--- src/pkg/acs_pkg.sv ---
// Purpose: shared constants and types of the converter control block
// Assumes: APB with 32-bit data, register byte address is four times the register index
// Notes: only the low byte of each register word carries data; upper bits read zero
package acs_pkg;
  // bus geometry
  localparam int unsigned ADDR_W = 12;
  localparam int unsigned DATA_W = 32;
  localparam int unsigned IDX_W = 8;
  // register indices (byte address = index * 4)
  localparam logic [IDX_W-1:0] IDX_TRIM = 8'h67;
  localparam logic [IDX_W-1:0] IDX_TIMING = 8'h77;
  localparam logic [IDX_W-1:0] IDX_RES_LO = 8'h78;
  localparam logic [IDX_W-1:0] IDX_RES_HI = 8'h79;
  localparam logic [IDX_W-1:0] IDX_CSR = 8'h7A;
  localparam logic [IDX_W-1:0] IDX_CTRLB = 8'h7B;
  localparam logic [IDX_W-1:0] IDX_RSVD = 8'h7D;
  localparam logic [IDX_W-1:0] IDX_PIN_DIS = 8'h7E;
  // converter_control_status fields
  localparam int unsigned CSR_ON = 7;
  localparam int unsigned CSR_GO = 6;
  localparam int unsigned CSR_ATE = 5;
  localparam int unsigned CSR_FLAG = 4;
  localparam int unsigned CSR_IE = 3;
  localparam int unsigned CSR_DIV_LSB = 0;
  localparam int unsigned DIV_W = 3;
  // converter_timing_control fields
  localparam int unsigned TIM_THT_LSB = 6;
  localparam int unsigned THT_W = 2;
  localparam int unsigned TIM_SUT_LSB = 0;
  localparam int unsigned SUT_W = 6;
  // converter_control_b fields
  localparam int unsigned CTRLB_TSEL_LSB = 0;
  localparam int unsigned TSEL_W = 3;
  localparam int unsigned CTRLB_JUST = 3;
  // reference_trim fields
  localparam int unsigned TRIM_FINE_LSB = 3;
  localparam int unsigned FINE_W = 4;
  localparam int unsigned TRIM_COARSE_LSB = 0;
  localparam int unsigned COARSE_W = 3;
  localparam int unsigned FUSE_W = FINE_W + COARSE_W;
  // data widths and reset values
  localparam int unsigned RES_W = 10;
  localparam int unsigned NTRIG = 8;
  localparam int unsigned NPIN = 8;
  localparam int unsigned DIVCNT_W = 7;
  localparam logic [7:0] RST_BYTE = 8'h00;
  localparam logic [DIV_W-1:0] DIV_CODE_MIN = 3'h2;
  // conversion sequencer states
  typedef enum logic [1:0] {ST_IDLE, ST_WARM, ST_SAMPLE, ST_CONV} acs_state_t;
endpackage

--- src/pkg/acs_div_if.sv ---
// Purpose: carries prescaler setting and converter clock tick between control and divider
// Assumes: single clock domain pclk
// Notes: tick is a one-cycle pulse once per converter clock period
interface acs_div_if;
  logic [2:0] sel;
  logic run;
  logic tick;
  modport ctrl (output sel, output run, input tick);
  modport div (input sel, input run, output tick);
endinterface

--- src/design/acs_clkdiv.sv ---
// Purpose: converter clock prescaler, gives one tick every 2 to 128 pclk cycles
// Assumes: sel and run come from flip-flops on pclk
// Notes: counter restarts while run is low so the first period is always whole
module acs_clkdiv
  import acs_pkg::*;
(
  input wire logic pclk, // system clock
  input wire logic presetn, // async reset, active low
  acs_div_if.div dif // prescaler setting and tick
);
  typedef struct packed {
    logic [DIVCNT_W-1:0] cnt;
    logic tick;
  } acs_div_st_t;

  acs_div_st_t s_q;
  acs_div_st_t s_d;
  logic [DIVCNT_W-1:0] lim;

  // prescaler ratio: codes 0 and 1 divide by 2, then powers of two
  always_comb begin
    lim = DIVCNT_W'(1);
    if (dif.sel >= DIV_CODE_MIN) begin
      lim = DIVCNT_W'((8'h01 << dif.sel) - 8'h01);
    end
    s_d = s_q;
    s_d.tick = 1'b0;
    if (!dif.run) begin
      s_d.cnt = '0;
    end else if (s_q.cnt >= lim) begin
      s_d.cnt = '0;
      s_d.tick = 1'b1;
    end else begin
      s_d.cnt = s_q.cnt + DIVCNT_W'(1);
    end
  end

  // state register
  always_ff @(posedge pclk or negedge presetn) begin
    if (!presetn) begin
      s_q <= '0;
    end else begin
      s_q <= s_d;
    end
  end

  assign dif.tick = s_q.tick;
endmodule // acs_clkdiv

--- src/design/acs_top.sv ---
// Purpose: control, status and result registers of a 10-bit successive-approximation converter
// Assumes: APB slave with zero wait states; analog core answers a start strobe with a done strobe
// Notes: read data is captured in the setup cycle and presented in the access cycle
// How it works
// - enable bit powers the converter; clearing it aborts a running conversion.
// - start write launches one conversion; in free running only the first.
// - first conversion after enabling is preceded by a warm-up period.
// - start bit reads one while converting, zero after; writing zero does nothing.
// - with auto-trigger on, each rising edge of selected trigger starts conversion when idle; edges while busy are ignored.
// - done flag sets when a conversion completes and the result is stored.
// - interrupt request while done flag, its enable and global enable are set.
// - done flag clears on interrupt vector execution or when written with one.
// - converter clock is system clock divided by 2 to 128 per divider code.
// - sample-hold field sets converter clock cycles used for sampling.
// - warm-up field sets converter clock cycles of analog start-up.
// - after low result byte read, result frozen until high byte read.
// - result right-justified by default, left-justified when the justify bit is set.
// - differential results appear in two's complement form.
// - pin disable bit switches off pin buffer and forces its input to zero.
// - reference trim loaded from fuses after power-up; software may overwrite.
// - trim bit 7 always reads zero and ignores writes.
// - four-bit fine trim steps the reference in 2mV units.
// - switching trigger source from cleared to set flag creates a triggering edge.
// - selecting free running mode creates no trigger event.
// - three-bit coarse trim steps the reference in 10mV units.
//
// The APB register port was chosen for this implementation.
module acs_top
  import acs_pkg::*;
(
  input wire logic pclk, // system clock, 100 MHz
  input wire logic presetn, // async reset, active low
  input wire logic psel, // apb select
  input wire logic penable, // apb access phase
  input wire logic pwrite, // apb direction, high for write
  input wire logic [acs_pkg::ADDR_W-1:0] paddr, // apb byte address
  input wire logic [acs_pkg::DATA_W-1:0] pwdata, // apb write data
  output logic [acs_pkg::DATA_W-1:0] prdata, // apb read data
  output logic pready, // apb ready, always high
  output logic pslverr, // apb error on unmapped address
  input wire logic global_irq_en, // core global interrupt enable
  input wire logic irq_ack, // pulse: done vector is executing
  input wire logic [acs_pkg::NTRIG-1:1] trig_in, // trigger source flags, codes 1 to 7
  input wire logic core_done, // pulse: analog core finished
  input wire logic [acs_pkg::RES_W-1:0] core_result, // result word with core_done
  input wire logic diff_channel, // current channel is differential
  input wire logic [acs_pkg::FUSE_W-1:0] fuse_trim, // fuse trim, fine above coarse
  input wire logic [acs_pkg::NPIN-1:0] port_pin_level, // digital pin levels
  output logic converter_power, // analog power enable
  output logic conv_clk_en, // pulse per converter clock period
  output logic track_hold, // sampling window active
  output logic conv_start, // pulse: begin conversion in core
  output logic conv_irq, // conversion complete interrupt request
  output logic [acs_pkg::NPIN-1:0] pin_buffer_disable, // digital input buffer off
  output logic [acs_pkg::NPIN-1:0] pin_read_value, // pin levels after masking
  output logic [acs_pkg::FINE_W-1:0] fine_trim, // reference fine trim
  output logic [acs_pkg::COARSE_W-1:0] coarse_trim // reference coarse trim
);
  import acs_pkg::*;

  // whole state of the block
  typedef struct packed {
    logic on;
    logic go;
    logic ate;
    logic flag;
    logic ie;
    logic [DIV_W-1:0] div;
    logic [THT_W-1:0] tht;
    logic [SUT_W-1:0] sut;
    logic [TSEL_W-1:0] tsel;
    logic ljust;
    logic [7:0] pdis;
    logic [7:0] rsvd;
    logic [FINE_W-1:0] fine;
    logic [COARSE_W-1:0] coarse;
    logic fused;
    logic [7:0] res_lo;
    logic [7:0] res_hi;
    logic lock;
    logic warm_need;
    acs_state_t st;
    logic [SUT_W-1:0] cnt;
    logic strobe;
    logic [NTRIG-1:1] sy1;
    logic [NTRIG-1:1] sy2;
    logic [NTRIG-1:1] sy3;
    logic [NTRIG-1:1] tlvl;
    logic tprev;
    logic [NPIN-1:0] pinv;
    logic [DATA_W-1:0] rdata;
    logic err;
  } acs_st_t;

  acs_st_t s_q;
  acs_st_t s_d;
  acs_div_if dif ();

  logic [IDX_W-1:0] idx;
  logic mapped;
  logic setup_ph;
  logic wr_acc;
  logic rd_acc;
  logic [7:0] wb;
  logic [7:0] rb;
  logic tcur;
  logic trig_edge;
  logic start_req;
  logic store_ok;
  logic [7:0] new_lo;
  logic [7:0] new_hi;

  // address decode, only the low byte of pwdata matters
  assign idx = paddr[IDX_W+1:2];
  assign setup_ph = psel & ~penable;
  assign wr_acc = psel & penable & pwrite & mapped;
  assign rd_acc = psel & penable & ~pwrite & mapped;
  assign wb = pwdata[7:0];

  always_comb begin
    mapped = 1'b0;
    if (paddr[ADDR_W-1:IDX_W+2] == '0 && paddr[1:0] == 2'h0) begin
      case (idx)
        IDX_TRIM, IDX_TIMING, IDX_RES_LO, IDX_RES_HI: mapped = 1'b1;
        IDX_CSR, IDX_CTRLB, IDX_RSVD, IDX_PIN_DIS: mapped = 1'b1;
        default: mapped = 1'b0;
      endcase
    end
  end

  // read mux, sampled into prdata during the setup cycle
  always_comb begin
    rb = RST_BYTE;
    case (idx)
      IDX_TRIM: rb = {1'b0, s_q.fine, s_q.coarse};
      IDX_TIMING: rb = {s_q.tht, s_q.sut};
      IDX_RES_LO: rb = s_q.res_lo;
      IDX_RES_HI: rb = s_q.res_hi;
      IDX_CSR: rb = {s_q.on, s_q.go, s_q.ate, s_q.flag, s_q.ie, s_q.div};
      IDX_CTRLB: rb = {4'h0, s_q.ljust, s_q.tsel};
      IDX_RSVD: rb = s_q.rsvd;
      IDX_PIN_DIS: rb = s_q.pdis;
      default: rb = RST_BYTE;
    endcase
  end

  // trigger selection and edge detection
  always_comb begin
    tcur = 1'b0;
    // free running code selects no source
    if (s_q.tsel != '0) begin
      tcur = s_q.tlvl[s_q.tsel];
    end
    // source switch also yields an edge
    trig_edge = tcur & ~s_q.tprev;
  end

  // result packing for the two data bytes
  always_comb begin
    new_lo = core_result[7:0];
    new_hi = {6'h00, core_result[RES_W-1:8]};
    if (diff_channel) begin
      new_hi = {{6{core_result[RES_W-1]}}, core_result[RES_W-1:8]};
    end
    if (s_q.ljust) begin
      new_hi = core_result[RES_W-1:2];
      new_lo = {core_result[1:0], 6'h00};
    end
  end

  // frozen while low byte read pending or being read
  assign store_ok = ~s_q.lock & ~(psel & mapped & ~pwrite & (idx == IDX_RES_LO));

  // next state
  always_comb begin
    s_d = s_q;
    s_d.strobe = 1'b0;
    start_req = 1'b0;
    // trigger input synchroniser, first stage feeds only the second
    s_d.sy1 = trig_in;
    s_d.sy2 = s_q.sy1;
    s_d.sy3 = s_q.sy2;
    s_d.tlvl = (~(s_q.sy2 ^ s_q.sy3) & s_q.sy3) | ((s_q.sy2 ^ s_q.sy3) & s_q.tlvl);
    s_d.tprev = tcur;
    s_d.pinv = port_pin_level & ~s_q.pdis;
    // fuse load once after reset release
    if (!s_q.fused) begin
      s_d.fused = 1'b1;
      s_d.fine = fuse_trim[FUSE_W-1:COARSE_W];
      s_d.coarse = fuse_trim[COARSE_W-1:0];
    end
    // apb capture in setup cycle
    if (setup_ph) begin
      s_d.rdata = {24'h000000, mapped ? rb : RST_BYTE};
      s_d.err = ~mapped;
    end
    if (irq_ack) begin
      s_d.flag = 1'b0;
    end
    // lock set by low read, released by high read
    if (rd_acc && idx == IDX_RES_LO) begin
      s_d.lock = 1'b1;
    end
    if (rd_acc && idx == IDX_RES_HI) begin
      s_d.lock = 1'b0;
    end
    if (wr_acc) begin
      case (idx)
        IDX_TRIM: begin
          s_d.fine = wb[TRIM_FINE_LSB +: FINE_W];
          s_d.coarse = wb[TRIM_COARSE_LSB +: COARSE_W];
        end
        IDX_TIMING: begin
          s_d.tht = wb[TIM_THT_LSB +: THT_W];
          s_d.sut = wb[TIM_SUT_LSB +: SUT_W];
        end
        IDX_CSR: begin
          s_d.on = wb[CSR_ON];
          s_d.ate = wb[CSR_ATE];
          s_d.ie = wb[CSR_IE];
          s_d.div = wb[CSR_DIV_LSB +: DIV_W];
          if (wb[CSR_FLAG]) begin
            s_d.flag = 1'b0;
          end
          if (wb[CSR_GO] && wb[CSR_ON]) begin
            start_req = 1'b1;
          end
        end
        IDX_CTRLB: begin
          s_d.tsel = wb[CTRLB_TSEL_LSB +: TSEL_W];
          s_d.ljust = wb[CTRLB_JUST];
        end
        IDX_RSVD: s_d.rsvd = wb;
        IDX_PIN_DIS: s_d.pdis = wb;
        default: s_d.rsvd = s_q.rsvd;
      endcase
    end
    if (s_q.on && s_q.ate && trig_edge) begin
      start_req = 1'b1;
    end
    // sequencer, warm-up and sampling count converter clock ticks, conversion waits for core_done
    case (s_q.st)
      ST_IDLE: begin
        if (start_req) begin
          s_d.go = 1'b1;
          s_d.cnt = '0;
          s_d.st = s_q.warm_need ? ST_WARM : ST_SAMPLE;
        end
      end
      ST_WARM: begin
        if (dif.tick) begin
          if (s_q.cnt >= s_q.sut) begin
            s_d.cnt = '0;
            s_d.warm_need = 1'b0;
            s_d.st = ST_SAMPLE;
          end else begin
            s_d.cnt = s_q.cnt + SUT_W'(1);
          end
        end
      end
      ST_SAMPLE: begin
        if (dif.tick) begin
          if (s_q.cnt >= SUT_W'(s_q.tht)) begin
            s_d.cnt = '0;
            s_d.strobe = 1'b1;
            s_d.st = ST_CONV;
          end else begin
            s_d.cnt = s_q.cnt + SUT_W'(1);
          end
        end
      end
      ST_CONV: begin
        if (core_done) begin
          if (store_ok) begin
            s_d.res_lo = new_lo;
            s_d.res_hi = new_hi;
            s_d.flag = 1'b1;
          end
          if (s_q.ate && s_q.tsel == '0) begin
            s_d.st = ST_SAMPLE;
          end else begin
            s_d.go = 1'b0;
            s_d.st = ST_IDLE;
          end
        end
      end
      default: s_d.st = ST_IDLE;
    endcase
    if (!s_d.on) begin
      s_d.st = ST_IDLE;
      s_d.go = 1'b0;
      s_d.cnt = '0;
      s_d.strobe = 1'b0;
      s_d.warm_need = 1'b1;
    end
  end

  // state register
  always_ff @(posedge pclk or negedge presetn) begin
    if (!presetn) begin
      s_q <= '0;
      s_q.warm_need <= 1'b1;
      s_q.st <= ST_IDLE;
    end else begin
      s_q <= s_d;
    end
  end

  assign dif.sel = s_q.div;
  assign dif.run = s_q.on;

  acs_clkdiv u_div (
    .pclk(pclk),
    .presetn(presetn),
    .dif(dif)
  );

  // outputs
  assign prdata = s_q.rdata;
  assign pready = 1'b1;
  assign pslverr = s_q.err & psel & penable;
  assign converter_power = s_q.on;
  assign conv_clk_en = dif.tick;
  assign track_hold = (s_q.st == ST_SAMPLE);
  assign conv_start = s_q.strobe;
  assign conv_irq = s_q.flag & s_q.ie & global_irq_en;
  assign pin_buffer_disable = s_q.pdis;
  assign pin_read_value = s_q.pinv;
  assign fine_trim = s_q.fine;
  assign coarse_trim = s_q.coarse;
endmodule // acs_top

--- config.mk ---
export PLATFORM = sky130hd
export DESIGN_NAME = acs_top
export DESIGN_NICKNAME = d
export VERILOG_FILES = /design/src/pkg/acs_pkg.sv /design/src/pkg/acs_div_if.sv /design/src/design/acs_clkdiv.sv /design/src/design/acs_top.sv
export SDC_FILE = /design/constraint.sdc
export NUM_CORES = 1
export LEC_CHECK = 0
export ABC_CLOCK_PERIOD_IN_PS = 6680
export BUFFER_PORTS_ARGS = -buffer_cell sky130_fd_sc_hd__buf_2
export CAP_MARGIN = 20
export CORE_MARGIN = 8
export CORE_UTILIZATION = 59
export CTS_CLUSTER_DIAMETER = 60
export DETAILED_ROUTE_END_ITERATION = 8
export GPL_TIMING_DRIVEN = 0
export PLACE_DENSITY = 0.95
export SKIP_LAST_GASP = 1
export SLEW_MARGIN = 20
export SYNTH_ARGS = -nofsm -noshare
export SYNTH_HDL_FRONTEND = slang
export SYNTH_SLANG_ARGS = --single-unit
--- constraint.sdc ---
create_clock -name pclk -period 6.68 [get_ports pclk]
set_input_delay 2.004 -clock pclk [delete_from_list [all_inputs] [get_ports pclk]]
set_output_delay 2.004 -clock pclk [all_outputs]
set_load 0.01 [all_outputs]
==> impl_metrics.ini <==
[status]
status = finished, final reports clean

[routing]
routed_wl_um = 16200
vias = 5018
first_iter_violations = 370
antenna_left = 0
drt-vias-per-instance = 5.64
drc = 0
firstDrtPassIters = 5
wl_per_cell_um = 18.2

[setup_path]
crit_chain = buf_2 > and3_1 > buf_2
cp.required_ns = 4.68
path_class = input port to primary output
slowest_delay_ns = 0.15
endpoint_kind = primary output
r2r_start = dif.sel[2]
arrival_ns = 2.41
r2r_slack_ns = 4.07
cp_top_family = buffers and inverters
cp-start-kind = input port
rr_endpoint = u_div.s_q[5]
critPathMaxFanout = 5
crit_top_cell = buf_2
path_buf_inv = 2
reg2reg_depth = 9
worst_path_max_delay_cell = and3_1

[grt]
grt_first_pass_wirelength_um = 26300
grt_max_degree = 67
gr-total-overflow = 0
gr-usage-all-layers = 0.228
antenna_found_initial = 0
grt_pass1_vias = 5186

[synthesis]
async_flop_share = 1.00
avgSynthCellArea_um2 = 10.8
synth-xor-area-share = 0.00681
synth_top_family_by_area = simple AND/OR/NAND/NOR gates
synth-edff-count = 0
synth_area_mm2 = 0.00643
yosysWarningCount = 0
synthCells = 596
synth_top_flop_cell = dfrtp_1
synthSimpleGateAreaFrac = 0.135
synthMuxAreaShare = 0.102
synth_adder_area_share = 0.0537
synth_compound_area_frac = 0.125
ys_seq_area_frac = 0.486
yosysUniqueCellTypes = 73
ys_seq_elements = 125

[sta]
slew_headroom = 0.352
fin_tns_setup_ns = 0
rsz0062_at_grt = no
fmax_mhz = 226
fin_crit_sh = 0.661
hold_viol = 0
worst_pin_slew_ns = 0.964
post-route-min-period_ns = 4.42
slew_viol_final = 0
finClkSkew_ns = 0.00652
setup_viol = 0

[run]
maxCapViolations = 0

[floorplanning]
chipHeight_um = 120
fp-row-count = 38
io_pins = 147
die_area_mm2 = 0.0145
die_w_um = 120
core_area_mm2 = 0.0107
start_util = 0.599

[power_and_ir_drop]
powerDensity_mw_per_mm2 = 234
p_leak_nw = 3.78
peakVddDrop_mv = 0.228

[place]
port_buffers = 95
placed_area_mm2 = 0.00721
place_hpwl_um = 12000
gp_congestion = 0.978

[worst_hold_path]
whs_endpoint = s_d[50]
min_delay_path_depth = 0
min_path_type = flop to flop
hp-start = s_d[57]

[final_layout]
fin_area_mm2 = 0.00780
area_delta_synth_final_pct = 21.2
n_antenna_cell = 0
nets = 843
drive_above_1_share = 0.326

[cts]
cts_tree = yes
cts_resized = 0
clock_path_buffers = 2
cts_hold_buf = 0
clkTransAtPathRegs_ns = 0.06
cts_buffers = 17
insertion_delay_ns = 0.52
postCtsSetupRepairBufs = 0
cts_num_sinks = 125
htree_levels = 4
root_buffer = clkbuf_8
[registers in the layout, summed over array words and instances, names as in the netlist, named ones only]
name,cells
u_div.dif.tick,1
fine_trim,4
dif.sel,3
pin_buffer_disable,8
coarse_trim,3
s_d,14
conv_start,1
s_q,60
prdata,8
converter_power,1
u_div.s_q,7
pin_read_value,8
[logic make-up after synthesis]
logic type	count (synthesis)
AOI/OAI and AO/OA	117
DFF	125
buffers and inverters	94
other	2
and+or+nand+nor	166
adders and majority gates	29
xor gates and xnor gates	5
muxes	58
[power breakdown]
part / internal, mW / leakage (nW) / total [mW] / switching (mW)
sequential: 0.775 / 1.64 / 0.786 / 0.0107
combinational: 0.0551 / 1.87 / 0.121 / 0.0657
clock: 0.549 / 0.277 / 0.918 / 0.369
total: 1.38 / 3.78 / 1.82 / 0.446
[final cells by class]
cell class	instances	area, um2
Buffer	73	497
Clock buffer	18	428
Clock inverter	14	159
Fill cell	708	2950
Inverter	21	78.8
Multi-Input combinational cell	402	2820
Sequential cell	125	3130
Tap cell	140	175
Timing Repair Buffer	96	509
[placed cells by master (no fill, tap or decap), types with 5 or more instances in the layout]
master and n:
a21o_1 7, a21oi_1 22, a221o_1 5, a22oi_1 7
and3_1 6, buf_2 98, buf_4 56, clkbuf_1 9
clkbuf_16 16, conb_1 27, dfrtp_1 124, ha_1 22
inv_1 20, inv_6 5, maj3_1 7, mux2_2 36
mux2i_1 18, nand2_1 52, nand2b_1 10, nand3_1 12
nand4_1 5, nor2_1 32, nor2b_1 14, nor3_1 8
o21ai_0 40
[how the worst max path moves through the flow]
stage,start,endpoint,depth (start not counted)
after floorplan,global_irq_en,conv_irq,1
after global placement,presetn,s_q[89],1
after detailed placement,psel,pslverr,3
after CTS,psel,pslverr,3
after global routing,psel,pslverr,3
final,psel,pslverr,3
[metrics by stage]
| step | instances | utilization | hold WS [ns] | power [mW] | worst slack (ns) |
|---|---|---|---|---|---|
| 2_1_floorplan | 621 | - | 0.331 | 0.859 | 2.48 |
| 3_3_place_gp | 856 | 0.668 | 0.334 | 0.913 | 2.17 |
| 3_5_place_dp | 857 | 0.671 | 0.335 | 0.919 | 2.26 |
| 4_1_cts | 889 | 0.726 | 0.348 | 1.83 | 2.26 |
| 5_1_grt | 889 | 0.726 | 0.351 | 1.88 | 2.25 |
| 6_report | 889 | 0.726 | 0.347 | 1.82 | 2.26 |
[synthesized netlist by cell type (10+ instances only)]
master      n  area, um2
nor2_1     32        120
o21ai_0    40        200
ha_1       22        275
mux2i_1    18        180
mux2_2     36        405
buf_4      56        420
nand3_1    12       60.1
a21oi_1    22        110
nand2b_1   10       62.6
dfrtp_1   124       3100
nand2_1    52        195
nor2b_1    14       87.6
inv_1      20       75.1
[layer usage]
layer,share of wire,vias to the layer above,track usage,wire length [um]
li1,-,2322,-,-
met1,0.40,2457,0.270,6440
met2,0.50,210,0.379,8070
met3,0.083,29,0.0634,1340
met4,0.023,0,0.101,365
met5,0,-,0,0
Note: power is estimated with default switching activity, not from simulation.
